<file path="src/verilog/rcs_pkg.sv">
`default_nettype none
package rcs_pkg;
    // clock and sampling
    localparam int unsigned CLK_HZ = 100_000_000;
    localparam int unsigned SAMPLES_PER_CYCLE = 64;
    localparam int unsigned LINE_HZ_LOW = 50;
    localparam int unsigned LINE_HZ_HIGH = 60;
    localparam int unsigned SAMPLE_DIV_50 = CLK_HZ / (LINE_HZ_LOW * SAMPLES_PER_CYCLE);
    localparam int unsigned SAMPLE_DIV_60 = CLK_HZ / (LINE_HZ_HIGH * SAMPLES_PER_CYCLE);
    localparam int unsigned TICK_TIME_US = 1000;
    localparam int unsigned TICK_DIV = CLK_HZ / 1_000_000 * TICK_TIME_US;
    // filter geometry and trip limit
    localparam int unsigned AVG_LEN = 8;
    localparam int unsigned QUAD_LAG = SAMPLES_PER_CYCLE / 4;
    localparam int unsigned MAX_TRIPS = 4;
    // register byte offsets
    localparam logic [7:0] REG_CTRL = 8'h00;
    localparam logic [7:0] REG_CURVE_SEL = 8'h04;
    localparam logic [7:0] REG_MIN_TRIP = 8'h08;
    localparam logic [7:0] REG_CURVE_LIM0 = 8'h0C;
    localparam logic [7:0] REG_CURVE_LIM3 = 8'h18;
    localparam logic [7:0] REG_RECLOSE01 = 8'h1C;
    localparam logic [7:0] REG_RECLOSE2 = 8'h20;
    localparam logic [7:0] REG_STATUS = 8'h24;
    localparam logic [7:0] REG_IRQ_STAT = 8'h28;
    localparam logic [7:0] REG_IRQ_MASK = 8'h2C;
    // ctrl fields
    localparam int unsigned CTRL_EN_BIT = 0;
    localparam int unsigned CTRL_F60_BIT = 1;
    localparam int unsigned CTRL_TRIPS_LSB = 2;
    // reset values
    localparam logic [31:0] CTRL_RST = 32'h0000_0008;
    localparam logic [31:0] CURVE_SEL_RST = 32'h0000_00E4;
    localparam logic [31:0] MIN_TRIP_RST = 32'h0100_0100;
    localparam logic [31:0] CURVE_LIM_RST = 32'h0001_0000;
    localparam logic [31:0] RECLOSE01_RST = 32'h03E8_01F4;
    localparam logic [31:0] RECLOSE2_RST = 32'h2710_07D0;
    // interrupt bits
    localparam int unsigned IRQ_TRIP = 0;
    localparam int unsigned IRQ_RECLOSE = 1;
    localparam int unsigned IRQ_LOCKOUT = 2;
    localparam int unsigned IRQ_SEQ_RESET = 3;
    localparam int unsigned IRQ_W = 4;

    typedef enum logic [2:0] {
        ST_IDLE, ST_TIMING, ST_TRIP, ST_OPEN, ST_CLOSE, ST_RESET_WAIT, ST_LOCKOUT
    } rcs_state_t;
endpackage
`default_nettype wire

</file>
<file path="src/verilog/rcs_reclose_sequencer.sv">
// Design decisions made here: the Wishbone slave port and the register addresses.
`timescale 1ns/1ns
`default_nettype none
module rcs_reclose_sequencer
    import rcs_pkg::*;
#(
    parameter int unsigned SAMPLE_DIV_LOW = SAMPLE_DIV_50,
    parameter int unsigned SAMPLE_DIV_HIGH = SAMPLE_DIV_60,
    parameter int unsigned TICK_CYCLES = TICK_DIV
) (
    // clock and reset
    input wire logic ref_clk_i,
    input wire logic sys_rst_i,
    // wishbone classic slave
    input wire logic wb_cyc_i,
    input wire logic wb_stb_i,
    input wire logic wb_we_i,
    input wire logic [7:0] wb_adr_i,
    input wire logic [3:0] wb_sel_i,
    input wire logic [31:0] wb_dat_i,
    output logic [31:0] wb_dat_o,
    output logic wb_ack_o,
    // sample converter, same clock domain
    output logic sample_start_o,
    input wire logic sample_valid_i,
    input wire logic signed [15:0] phase_sample_i,
    input wire logic signed [15:0] ground_sample_i,
    // breaker interface module and close commands (pins)
    input wire logic breaker_open_i,
    input wire logic panel_close_i,
    input wire logic scada_close_i,
    output logic trip_drive_o,
    output logic close_drive_o,
    output logic lockout_o,
    output logic irq_o
);
    function automatic logic [18:0] abs19(input logic signed [18:0] v);
        abs19 = v[18] ? 19'(-v) : 19'(v);
    endfunction

    function automatic logic [31:0] merge_bytes(input logic [31:0] old, input logic [31:0] wd,
                                               input logic [3:0] sel);
        for (int b = 0; b < 4; b++) begin
            old[b*8 +: 8] = sel[b] ? wd[b*8 +: 8] : old[b*8 +: 8];
        end
        merge_bytes = old;
    endfunction

    // ---------------- pin synchronisers ----------------
    logic [2:0] pin_meta_reg;
    logic [2:0] pin_sync_reg;
    logic ext_close_prev_reg;
    always_ff @(posedge ref_clk_i or posedge sys_rst_i) begin
        if (sys_rst_i) begin
            pin_meta_reg <= 3'h0;
            pin_sync_reg <= 3'h0;
            ext_close_prev_reg <= 1'b0;
        end else begin
            pin_meta_reg <= {scada_close_i, panel_close_i, breaker_open_i};
            pin_sync_reg <= pin_meta_reg;
            ext_close_prev_reg <= pin_sync_reg[1] | pin_sync_reg[2];
        end
    end
    logic breaker_open;
    logic ext_close_req;
    assign breaker_open = pin_sync_reg[0];
    assign ext_close_req = (pin_sync_reg[1] | pin_sync_reg[2]) & ~ext_close_prev_reg;

    // ---------------- registers ----------------
    logic [31:0] ctrl_reg;
    logic [31:0] curve_sel_reg;
    logic [31:0] min_trip_reg;
    logic [31:0] curve_lim_reg [4];
    logic [31:0] reclose01_reg;
    logic [31:0] reclose2_reg;
    logic [IRQ_W-1:0] irq_stat_reg;
    logic [IRQ_W-1:0] irq_mask_reg;
    logic [IRQ_W-1:0] irq_event;
    rcs_state_t state_reg;
    logic [1:0] step_reg;

    logic bus_req;
    logic bus_wr;
    logic seq_busy;
    assign bus_req = wb_cyc_i & wb_stb_i & ~wb_ack_o;
    assign bus_wr = bus_req & wb_we_i;
    // settings only change while no sequence runs; the write is still acknowledged
    assign seq_busy = (state_reg != ST_IDLE) && (state_reg != ST_LOCKOUT);

    always_ff @(posedge ref_clk_i or posedge sys_rst_i) begin
        if (sys_rst_i) begin
            ctrl_reg <= CTRL_RST;
            curve_sel_reg <= CURVE_SEL_RST;
            min_trip_reg <= MIN_TRIP_RST;
            reclose01_reg <= RECLOSE01_RST;
            reclose2_reg <= RECLOSE2_RST;
            for (int i = 0; i < 4; i++) begin
                curve_lim_reg[i] <= CURVE_LIM_RST;
            end
        end else if (bus_wr && !seq_busy) begin
            unique case (wb_adr_i)
                REG_CTRL: ctrl_reg <= merge_bytes(ctrl_reg, wb_dat_i, wb_sel_i);
                REG_CURVE_SEL: curve_sel_reg <= merge_bytes(curve_sel_reg, wb_dat_i, wb_sel_i);
                REG_MIN_TRIP: min_trip_reg <= merge_bytes(min_trip_reg, wb_dat_i, wb_sel_i);
                REG_RECLOSE01: reclose01_reg <= merge_bytes(reclose01_reg, wb_dat_i, wb_sel_i);
                REG_RECLOSE2: reclose2_reg <= merge_bytes(reclose2_reg, wb_dat_i, wb_sel_i);
                default: begin
                    if (wb_adr_i >= REG_CURVE_LIM0 && wb_adr_i <= REG_CURVE_LIM3
                        && wb_adr_i[1:0] == 2'b00) begin
                        curve_lim_reg[2'(wb_adr_i[3:2] - REG_CURVE_LIM0[3:2])] <=
                            merge_bytes(curve_lim_reg[2'(wb_adr_i[3:2] - REG_CURVE_LIM0[3:2])],
                                        wb_dat_i, wb_sel_i);
                    end
                end
            endcase
        end
    end

    // interrupt status: a new event wins over a write-one clear in the same cycle
    always_ff @(posedge ref_clk_i or posedge sys_rst_i) begin
        if (sys_rst_i) begin
            irq_stat_reg <= '0;
            irq_mask_reg <= '0;
            irq_o <= 1'b0;
        end else begin
            irq_stat_reg <= (irq_stat_reg & ~((bus_wr && wb_adr_i == REG_IRQ_STAT && wb_sel_i[0])
                                              ? wb_dat_i[IRQ_W-1:0] : '0)) | irq_event;
            if (bus_wr && wb_adr_i == REG_IRQ_MASK && wb_sel_i[0]) begin
                irq_mask_reg <= wb_dat_i[IRQ_W-1:0];
            end
            irq_o <= |(irq_stat_reg & irq_mask_reg);
        end
    end

    // read path, registered; unmapped addresses read zero and are acknowledged
    logic above_min;
    always_ff @(posedge ref_clk_i or posedge sys_rst_i) begin
        if (sys_rst_i) begin
            wb_ack_o <= 1'b0;
            wb_dat_o <= 32'h0000_0000;
        end else begin
            wb_ack_o <= bus_req;
            if (bus_req && !wb_we_i) begin
                unique case (wb_adr_i)
                    REG_CTRL: wb_dat_o <= ctrl_reg;
                    REG_CURVE_SEL: wb_dat_o <= curve_sel_reg;
                    REG_MIN_TRIP: wb_dat_o <= min_trip_reg;
                    REG_CURVE_LIM0: wb_dat_o <= curve_lim_reg[0];
                    8'(REG_CURVE_LIM0 + 8'h04): wb_dat_o <= curve_lim_reg[1];
                    8'(REG_CURVE_LIM0 + 8'h08): wb_dat_o <= curve_lim_reg[2];
                    REG_CURVE_LIM3: wb_dat_o <= curve_lim_reg[3];
                    REG_RECLOSE01: wb_dat_o <= reclose01_reg;
                    REG_RECLOSE2: wb_dat_o <= reclose2_reg;
                    REG_STATUS: wb_dat_o <= {24'h0, above_min, breaker_open, step_reg,
                                             1'b0, 3'(state_reg)};
                    REG_IRQ_STAT: wb_dat_o <= {28'h0, irq_stat_reg};
                    REG_IRQ_MASK: wb_dat_o <= {28'h0, irq_mask_reg};
                    default: wb_dat_o <= 32'h0000_0000;
                endcase
            end
        end
    end

    // ---------------- sample and millisecond timebases ----------------
    logic [15:0] sample_cnt_reg;
    logic [16:0] tick_cnt_reg;
    logic ms_tick;
    always_ff @(posedge ref_clk_i or posedge sys_rst_i) begin
        if (sys_rst_i) begin
            sample_cnt_reg <= 16'h0000;
            sample_start_o <= 1'b0;
        end else if (sample_cnt_reg == 16'h0000) begin
            // divider chosen per system frequency keeps 64 samples per cycle
            sample_cnt_reg <= ctrl_reg[CTRL_F60_BIT] ? 16'(SAMPLE_DIV_HIGH - 1)
                                                     : 16'(SAMPLE_DIV_LOW - 1);
            sample_start_o <= 1'b1;
        end else begin
            sample_cnt_reg <= sample_cnt_reg - 16'h0001;
            sample_start_o <= 1'b0;
        end
    end
    always_ff @(posedge ref_clk_i or posedge sys_rst_i) begin
        if (sys_rst_i) begin
            tick_cnt_reg <= 17'h00000;
        end else if (tick_cnt_reg == 17'(TICK_CYCLES - 1)) begin
            tick_cnt_reg <= 17'h00000;
        end else begin
            tick_cnt_reg <= tick_cnt_reg + 17'h00001;
        end
    end
    assign ms_tick = (tick_cnt_reg == 17'(TICK_CYCLES - 1));

    // ---------------- magnitude estimate, phase and ground ----------------
    // an 8-sample average nulls harmonics 8, 16, ... while keeping fundamental and DC;
    // the quadrature pair 15 samples apart (taps 0 and QUAD_LAG-1) then gives a magnitude each sample
    logic signed [15:0] raw_hist [2][AVG_LEN];
    logic signed [18:0] run_sum [2];
    logic signed [18:0] filt_hist [2][QUAD_LAG];
    logic [16:0] mag [2];
    logic signed [15:0] new_sample [2];
    assign new_sample[0] = phase_sample_i;
    assign new_sample[1] = ground_sample_i;

    always_ff @(posedge ref_clk_i or posedge sys_rst_i) begin
        if (sys_rst_i) begin
            for (int c = 0; c < 2; c++) begin
                run_sum[c] <= '0;
                for (int k = 0; k < AVG_LEN; k++) begin
                    raw_hist[c][k] <= '0;
                end
                for (int k = 0; k < QUAD_LAG; k++) begin
                    filt_hist[c][k] <= '0;
                end
            end
        end else if (sample_valid_i) begin
            for (int c = 0; c < 2; c++) begin
                run_sum[c] <= run_sum[c] + 19'(new_sample[c])
                              - 19'(raw_hist[c][AVG_LEN-1]);
                raw_hist[c][0] <= new_sample[c];
                for (int k = 1; k < AVG_LEN; k++) begin
                    raw_hist[c][k] <= raw_hist[c][k-1];
                end
                filt_hist[c][0] <= run_sum[c];
                for (int k = 1; k < QUAD_LAG; k++) begin
                    filt_hist[c][k] <= filt_hist[c][k-1];
                end
            end
        end
    end
    always_comb begin
        for (int c = 0; c < 2; c++) begin
            mag[c] = 17'((20'(abs19(filt_hist[c][0])) + 20'(abs19(filt_hist[c][QUAD_LAG-1])))
                         >> 3);
        end
    end

    logic phase_over;
    logic ground_over;
    logic [16:0] phase_excess;
    logic [16:0] ground_excess;
    logic [16:0] excess;
    assign phase_over = mag[0] > {1'b0, min_trip_reg[15:0]};
    assign ground_over = mag[1] > {1'b0, min_trip_reg[31:16]};
    assign phase_excess = phase_over ? mag[0] - {1'b0, min_trip_reg[15:0]} : 17'h00000;
    assign ground_excess = ground_over ? mag[1] - {1'b0, min_trip_reg[31:16]} : 17'h00000;
    assign excess = (phase_excess > ground_excess) ? phase_excess : ground_excess;
    assign above_min = phase_over | ground_over;

    // ---------------- sequence ----------------
    logic [31:0] acc_reg;
    logic [15:0] timer_reg;
    logic ext_close_reg;
    logic [1:0] cur_curve;
    logic [2:0] trips_set;
    logic [15:0] interval_sel;
    assign cur_curve = curve_sel_reg[step_reg*2 +: 2];
    assign trips_set = (ctrl_reg[CTRL_TRIPS_LSB +: 3] == 3'h0) ? 3'h1
                     : (ctrl_reg[CTRL_TRIPS_LSB +: 3] > 3'(MAX_TRIPS)) ? 3'(MAX_TRIPS)
                     : ctrl_reg[CTRL_TRIPS_LSB +: 3];
    always_comb begin
        unique case (step_reg)
            2'h0: interval_sel = reclose01_reg[15:0];
            2'h1: interval_sel = reclose01_reg[31:16];
            default: interval_sel = reclose2_reg[15:0];
        endcase
    end

    always_ff @(posedge ref_clk_i or posedge sys_rst_i) begin
        if (sys_rst_i) begin
            state_reg <= ST_IDLE;
            step_reg <= 2'h0;
            acc_reg <= 32'h0000_0000;
            timer_reg <= 16'h0000;
            ext_close_reg <= 1'b0;
            irq_event <= '0;
        end else begin
            irq_event <= '0;
            unique case (state_reg)
                ST_IDLE: begin
                    step_reg <= 2'h0;
                    acc_reg <= 32'h0000_0000;
                    if (ctrl_reg[CTRL_EN_BIT] && above_min && !breaker_open) begin
                        state_reg <= ST_TIMING;
                    end
                end
                ST_TIMING: begin
                    if (sample_valid_i) begin
                        if (!above_min) begin
                            // fault gone before the curve ran out
                            state_reg <= (step_reg == 2'h0) ? ST_IDLE : ST_RESET_WAIT;
                            timer_reg <= reclose2_reg[31:16];
                        end else if (acc_reg + 32'(excess) >= curve_lim_reg[cur_curve]) begin
                            state_reg <= ST_TRIP;
                            irq_event[IRQ_TRIP] <= 1'b1;
                        end else begin
                            acc_reg <= acc_reg + 32'(excess);
                        end
                    end
                end
                ST_TRIP: begin
                    if (breaker_open) begin
                        if (3'(step_reg) + 3'h1 >= trips_set) begin
                            state_reg <= ST_LOCKOUT;
                            irq_event[IRQ_LOCKOUT] <= 1'b1;
                        end else begin
                            state_reg <= ST_OPEN;
                            timer_reg <= interval_sel;
                        end
                    end
                end
                ST_OPEN: begin
                    if (timer_reg == 16'h0000) begin
                        state_reg <= ST_CLOSE;
                        step_reg <= step_reg + 2'h1;
                        ext_close_reg <= 1'b0;
                        irq_event[IRQ_RECLOSE] <= 1'b1;
                    end else if (ms_tick) begin
                        timer_reg <= timer_reg - 16'h0001;
                    end
                end
                ST_CLOSE: begin
                    acc_reg <= 32'h0000_0000;
                    if (!breaker_open) begin
                        if (ext_close_reg) begin
                            state_reg <= ST_IDLE;
                        end else begin
                            state_reg <= ST_RESET_WAIT;
                            timer_reg <= reclose2_reg[31:16];
                        end
                    end
                end
                ST_RESET_WAIT: begin
                    if (above_min) begin
                        state_reg <= ST_TIMING;
                        acc_reg <= 32'h0000_0000;
                    end else if (timer_reg == 16'h0000) begin
                        state_reg <= ST_IDLE;
                        step_reg <= 2'h0;
                        irq_event[IRQ_SEQ_RESET] <= 1'b1;
                    end else if (ms_tick) begin
                        timer_reg <= timer_reg - 16'h0001;
                    end
                end
                ST_LOCKOUT: begin
                    // no automatic close here; only an operator command leaves lockout
                    if (ext_close_req) begin
                        state_reg <= ST_CLOSE;
                        step_reg <= 2'h0;
                        ext_close_reg <= 1'b1;
                    end
                end
                default: state_reg <= ST_IDLE;
            endcase
        end
    end

    always_ff @(posedge ref_clk_i or posedge sys_rst_i) begin
        if (sys_rst_i) begin
            trip_drive_o <= 1'b0;
            close_drive_o <= 1'b0;
            lockout_o <= 1'b0;
        end else begin
            trip_drive_o <= (state_reg == ST_TRIP) && !breaker_open;
            close_drive_o <= (state_reg == ST_CLOSE) && breaker_open;
            lockout_o <= (state_reg == ST_LOCKOUT);
        end
    end
endmodule
`default_nettype wire
</file>
<file path="config.mk">
export PLATFORM = sky130hd
export DESIGN_NAME = rcs_reclose_sequencer
export DESIGN_NICKNAME = d
export VERILOG_FILES = /design/src/verilog/rcs_pkg.sv /design/src/verilog/rcs_reclose_sequencer.sv
export SDC_FILE = /design/constraint.sdc
export NUM_CORES = 2
export LEC_CHECK = 0
export ABC_AREA = 1
export BUFFER_PORTS_ARGS = -buffer_cell sky130_fd_sc_hd__buf_4
export CAP_MARGIN = 20
export CORE_MARGIN = 8
export CORE_UTILIZATION = 50
export CTS_BUF_LIST = sky130_fd_sc_hd__clkbuf_8
export DETAILED_ROUTE_END_ITERATION = 16
export HOLD_SLACK_MARGIN = 0.15
export PLACE_DENSITY = 0.73
export SLEW_MARGIN = 10
export SYNTH_ARGS = -nofsm -noshare
export SYNTH_HDL_FRONTEND = slang
export SYNTH_SLANG_ARGS = --single-unit
</file>
<file path="constraint.sdc">
create_clock -name ref_clk_i -period 68.2 [get_ports ref_clk_i]
set_clock_uncertainty 0.2 [all_clocks]
set_input_delay 13.64 -clock ref_clk_i [delete_from_list [all_inputs] [get_ports ref_clk_i]]
set_output_delay 13.64 -clock ref_clk_i [all_outputs]
set_load 0.1 [all_outputs]
</file>
== After elaboration in Yosys (flattened, before gate mapping) ==
Index checks and enable logic that the tools add are counted.

* Add/subtract/negate cells: 19
* Order comparisons: 11
* Bitwise gates (word level): 15
* Shift-type cells: 1
* Equality and inequality tests: 36
* Mux-type cells: 77
* Reduce and logical (&&, ||, !) cells: 58

{| class="wikitable"
|+ Operators with widths
! cell !! count
|-
| case mux 32 bit (12 select lines) || 1
|-
| 2-to-1 mux 32 bit || 9
|-
| 2-to-1 mux 16 bit || 10
|-
| binary-select mux 32 bit (select 2 bit) || 2
|-
| bitwise mux 128 bit || 1
|-
| case mux 32 bit (3 select lines) || 1
|-
| case mux 16 bit (5 select lines) || 1
|-
| 2-to-1 mux 19 bit || 4
|-
| negator 19 bit || 4
|-
| 2-to-1 mux 17 bit || 4
|-
| AND reduction 3 bit || 22
|-
| demux 32 bit (select 2 bit) || 1
|-
| 2-to-1 mux 3 bit || 15
|-
| adder 19 x 19 -> 20 bit || 2
|-
| adder 19 x 16 -> 19 bit || 2
|-
| subtractor 19 x 16 -> 19 bit || 2
|-
| greater-than comparator 17 x 16 -> 1 bit || 2
|-
| subtractor 17 x 16 -> 17 bit || 2
|-
| adder 32 x 17 -> 32 bit || 1
|-
| equality test 8 x 5 -> 1 bit (second input constant) || 4
|-
| equality test 8 x 6 -> 1 bit (second input constant) || 4
|-
| >= comparator 32 bit || 1
|-
| logical NOT 16 bit || 2
|-
| 2-to-1 mux 8 bit || 4
|-
| other kinds (51) || 116
|}

* Bits of input ports: 85
* Bits in registers: 1334
* Output and inout bits: 38
* Word-level logic and storage cells: 311

== Longest topological paths before layout ==
* Depth in word-level cells: 13
* Gate-level depth with buffers: 71
* Gate-level depth less buffers: 68

== Worst setup path after synthesis ==
OpenSTA, ideal clock, no wires.

* Path kind: input to register
* Start point: in wb_adr_i[2]
* End point: reg curve_lim_reg[96] (netlist bit)
* Path buffers: 4
* Setup time: 0.134 ns
* Data arrival time: 16.035 ns
* Setup slack: 51.831 ns
* Stages on the path: 13
* Required time: 67.866 ns
* Cells stage by stage: clkbuf_1 -> inv_1 -> clkbuf_1 -> clkbuf_1 -> ha_1 -> inv_1 -> nor2_8 -> o311ai_1 -> nor4_4 -> nand3_4 -> buf_6 -> nand2_1 -> o21ai_1

* Longest elaborated chain between the ends: 7
* Elaborated cells on any way between the ends: 24
* Those cells by class: add/sub (1); order compare (4); eq/ne (4); mux (7); bitwise (2); reduce/logical (6)

{| class="wikitable"
|+ Ends and longest elaborated chain
! element !! RTL line !! text
|-
| start, declared || rcs_reclose_sequencer.sv:18 || <nowiki>input wire logic [7:0] wb_adr_i,</nowiki>
|-
| subtractor 2 bit || rcs_reclose_sequencer.sv:110, rcs_reclose_sequencer.sv:111 ||
|-
| inverter 2 -> 3 bit (not written as such) || rcs_reclose_sequencer.sv:110, rcs_reclose_sequencer.sv:111 ||
|-
| >= comparator 3 bit (not written as such), or another cell as far along || rcs_reclose_sequencer.sv:110 || <nowiki>curve_lim_reg[2'(wb_adr_i[3:2] - REG_CURVE_LIM0[3:2])] <=</nowiki>
|-
| logical AND 1 bit (not written as such) / 2-to-1 mux 32 bit (equally long branches) || rcs_reclose_sequencer.sv:110, rcs_reclose_sequencer.sv:111 ||
|-
| 2-to-1 mux 32 bit (on tied branches) || rcs_reclose_sequencer.sv:110, rcs_reclose_sequencer.sv:111 ||
|-
| demux 32 bit (select 2 bit) / 2-to-1 mux 8 bit (equally long branches) || rcs_reclose_sequencer.sv:110, rcs_reclose_sequencer.sv:44 ||
|-
| bitwise mux 128 bit || rcs_reclose_sequencer.sv:110 ||
|-
| end signal, assigned by index || rcs_reclose_sequencer.sv:110 ||
|-
| end, declared || rcs_reclose_sequencer.sv:73 || <nowiki>logic [31:0] curve_lim_reg [4];</nowiki>
|}

Parallel ways exist; a longest one is shown, timed or not. The select of a mux whose other input is x is not followed.
A chain may end at the register's enable or synchronous reset.

== Worst setup path in the final report ==
* Start point: in wb_adr_i[2]
* End point: reg curve_lim_reg[75] (netlist bit)

Same word-level chain as after synthesis.

==> results.sh <==
export IMPL_status="finished clean"
export IMPL_worstPathArrival_ps=17410
export IMPL_r2r_cells=62
export IMPL_fmax_mhz=59.4
export IMPL_start_util_pct=50.4
export IMPL_rr_startpoint="filt_hist[285]"
export IMPL_synth_edff_count=0
export IMPL_syn_inst=7804
export IMPL_die_width_um=377
export IMPL_grt_use_met3_pct=4.33
export IMPL_min_from="pin_meta_reg[1]"
export IMPL_slew_viol_final=0
export IMPL_r2r_slack_ps=55980
export IMPL_synthFlopType="dfrtp_1"
export IMPL_root_buffer="clkbuf_8"
export IMPL_critPathMaxFanout=74
export IMPL_cts_tree="yes"
export IMPL_end_kind="flop"
export IMPL_clkSinkCount=1334
export IMPL_track_usage_pct=23.1
export IMPL_hold_viol=0
export IMPL_min_to="pin_sync_reg[1]"
export IMPL_syn_nets=8121
export IMPL_rows=132
export IMPL_netlist_area_mm2=0.0653
export IMPL_drive_above_1_share_pct=7.98
export IMPL_ys_seq_area_share_pct=51.2
export IMPL_vias_per_cell=5.39
export IMPL_path_cells="buf_4, inv_1, ha_1, inv_1, nor2_8, nand2_2, buf_4, inv_2, a211oi_4, nand3_4, o21ai_1"
export IMPL_met1_usage_pct=31.5
export IMPL_max_slew_margin_pct=23.3
export IMPL_tightest_slew_ps=1150
export IMPL_clock_latency_ps=950
export IMPL_rsz0062_at_grt="no"
export IMPL_antenna_found_initial=2
export IMPL_netlist_cell_type_count=67
export IMPL_critPathSlowestCell="nand3_4"
export IMPL_avgSynthCellArea_um2=8.37
export IMPL_setup_viol=0
export IMPL_ys_ff_latch=1334
export IMPL_async_reset_ff_share_pct=100
export IMPL_grt_util_met2_pct=35.8
export IMPL_routed_wl_um=166000
export IMPL_tns_ps=0
export IMPL_io_pins=123
export IMPL_crit_path_start_kind="primary input"
export IMPL_clockBufferDepth=3
export IMPL_final_period_utilization_pct=24.7
export IMPL_wl_per_cell_um=17.0
export IMPL_hold_path_class="reg -> reg"
export IMPL_fp_dieArea_mm2=0.142
export IMPL_cts_inserted_buffers=217
export IMPL_n_fill_cell=11700
export IMPL_cts_max_level=4
export IMPL_num_vias=52600
export IMPL_cp_slowest_stage_delay_ps=780
export IMPL_fin_crit_ps=16830
export IMPL_hold_path_cell_count=0
export IMPL_syn_to_final_growth_pct=10.5
export IMPL_grt_first_pass_wirelength_um=269000
export IMPL_cts_setup_buffers=0
export IMPL_remaining_drc_errors=0
export IMPL_largest_reg_flops=608
export IMPL_overflow=0
export IMPL_drv_cap=0
export IMPL_ant_nets=0
export IMPL_port_buffer_count=122
export IMPL_clkTransAtPathRegs_ps=60
export IMPL_holdBufCountCts=0
export IMPL_ys_warn_count=0
export IMPL_required_ps=68780
export IMPL_firstDrtPassIters=6
export IMPL_grt_max_degree=286
export IMPL_grt_pass1_vias=51100
export IMPL_dp_hpwl_um=114000
export IMPL_place_gp_congestion=0.940
export IMPL_die_y_um=377
export IMPL_busiest_layer="met2"
export IMPL_coreArea_mm2=0.130
export IMPL_initialDrtViolationCount=4900
export IMPL_post_cts_resized=0
export IMPL_fin_nets=8159
export IMPL_rr_endpoint="acc_reg[23]"
export IMPL_critPathBufInv=5
export IMPL_crit_type="in -> reg"
export IMPL_critPathTopFamily="buffers and inverters"
[kinds of logic after synthesis]
family | after synthesis | share of synthesized area, %
xor gates and xnor gates | 160 | 2.14
and+or+nand+nor | 2620 | 16.3
buffers and inverters | 1417 | 8.55
adders and majority gates | 232 | 4.89
AOI/OAI and AO/OA | 2021 | 16.6
muxes | 20 | 0.343
DFF | 1334 | 51.2
[Yosys cell counts, drive strengths merged, types with 2 or more instances]
library cell | count | area share (%)
a211oi | 6 | 0.088
a21o | 12 | 0.14
a21oi | 267 | 2.1
a221oi | 61 | 0.82
a22o | 5 | 0.067
a31oi | 27 | 0.26
a32oi | 7 | 0.094
and2 | 4 | 0.038
and3 | 4 | 0.038
buf | 66 | 0.78
clkbuf | 285 | 1.6
clkinv | 5 | 0.029
dfrtp | 1300 | 50
dfstp | 34 | 1.4
fa | 39 | 1.2
ha | 193 | 3.7
inv | 1061 | 6.1
mux2 | 19 | 0.33
nand2 | 1907 | 11
nand3 | 194 | 1.6
nand3b | 4 | 0.046
nand4 | 31 | 0.31
nor2 | 360 | 2.2
nor3 | 68 | 0.54
nor3b | 2 | 0.031
nor4 | 10 | 0.13
o2111ai | 8 | 0.11
o211ai | 26 | 0.31
o21ai | 1483 | 11
o21bai | 11 | 0.13
o221ai | 4 | 0.054
o22ai | 68 | 0.65
o31ai | 16 | 0.18
o32ai | 17 | 0.23
or2 | 35 | 0.34
xnor2 | 43 | 0.58
xor2 | 117 | 1.6
[metrics by stage]
step / setup WS (ps) / utilization, % / cells / instance area [um^2] / hold WS [ps]
detailed placement: 50140 / 51.9 / 9358 / 67300 / 136
floorplan: 16810 / - / 7804 / 65300 / 131
global route: 50790 / 55.7 / 9769 / 72200 / 167
CTS: 51160 / 55.5 / 9759 / 72000 / 159
global placement: 50210 / 51.9 / 9358 / 67300 / 135
finish: 51370 / 55.7 / 9770 / 72200 / 155
[routing by layer]
| metal | vias up | routed length (um) | part of all wire, % |
|---|---|---|---|
| met1 | 25100 | 72600 | 44 |
| met2 | 1732 | 74700 | 45 |
| li1 | 25400 | - | - |
| met4 | 0 | 7480 | 4.5 |
| met5 | - | 0 | 0 |
| met3 | 405 | 11500 | 6.9 |
[how the worst max path moves through the flow]
stage	startpoint	end	slack (ps)	depth (start not counted)
final	wb_adr_i[2]	curve_lim_reg[75]	51370	11
after global routing	sys_rst_i	raw_hist[70]	50790	6
after CTS	sys_rst_i	raw_hist[5]	51160	6
after detailed placement	sys_rst_i	filt_hist[225]	50140	6
after global placement	sys_rst_i	filt_hist[225]	50210	6
after floorplan	sys_rst_i	acc_reg[0]	16810	1
[layout make-up]
type | count | area (um^2) | area share (%)
clock inverter | 119 | 841 | 1.16
tap | 1742 | 2180 | 3.02
timing repair buffer | 170 | 1490 | 2.06
clock buffer | 282 | 3880 | 5.38
antenna | 4 | 10.0 | 0.0139
sequential | 1334 | 33400 | 46.3
multi-input combinational | 5053 | 26300 | 36.5
inverter | 1066 | 4020 | 5.57
[layout by cell type, fill, tap and decap left out, types with 7 or more instances in the layout]
master and instances:
nand2_2 8, o22ai_1 68, inv_1 1124, nand3_1 185
o21ai_0 1309, a31oi_1 27, clkbuf_8 282, xor2_1 117
o32ai_1 17, xnor2_1 43, nand4_1 30, a32oi_1 7
a21oi_1 262, o211ai_1 25, o21ai_1 174, o2111ai_1 8
o31ai_1 16, ha_1 193, nor2_1 349, buf_16 7
a221oi_1 61, mux2_2 19, nor4_1 8, dfrtp_1 1300
fa_1 39, buf_4 157, o21bai_1 11, clkinv_2 27
dfstp_2 34, a21o_1 12, or2_2 33, nand2_1 1896
nor3_1 65
Power is not shown: default switching activity piles up to over one toggle a cycle in this logic, so the estimate is an artifact.
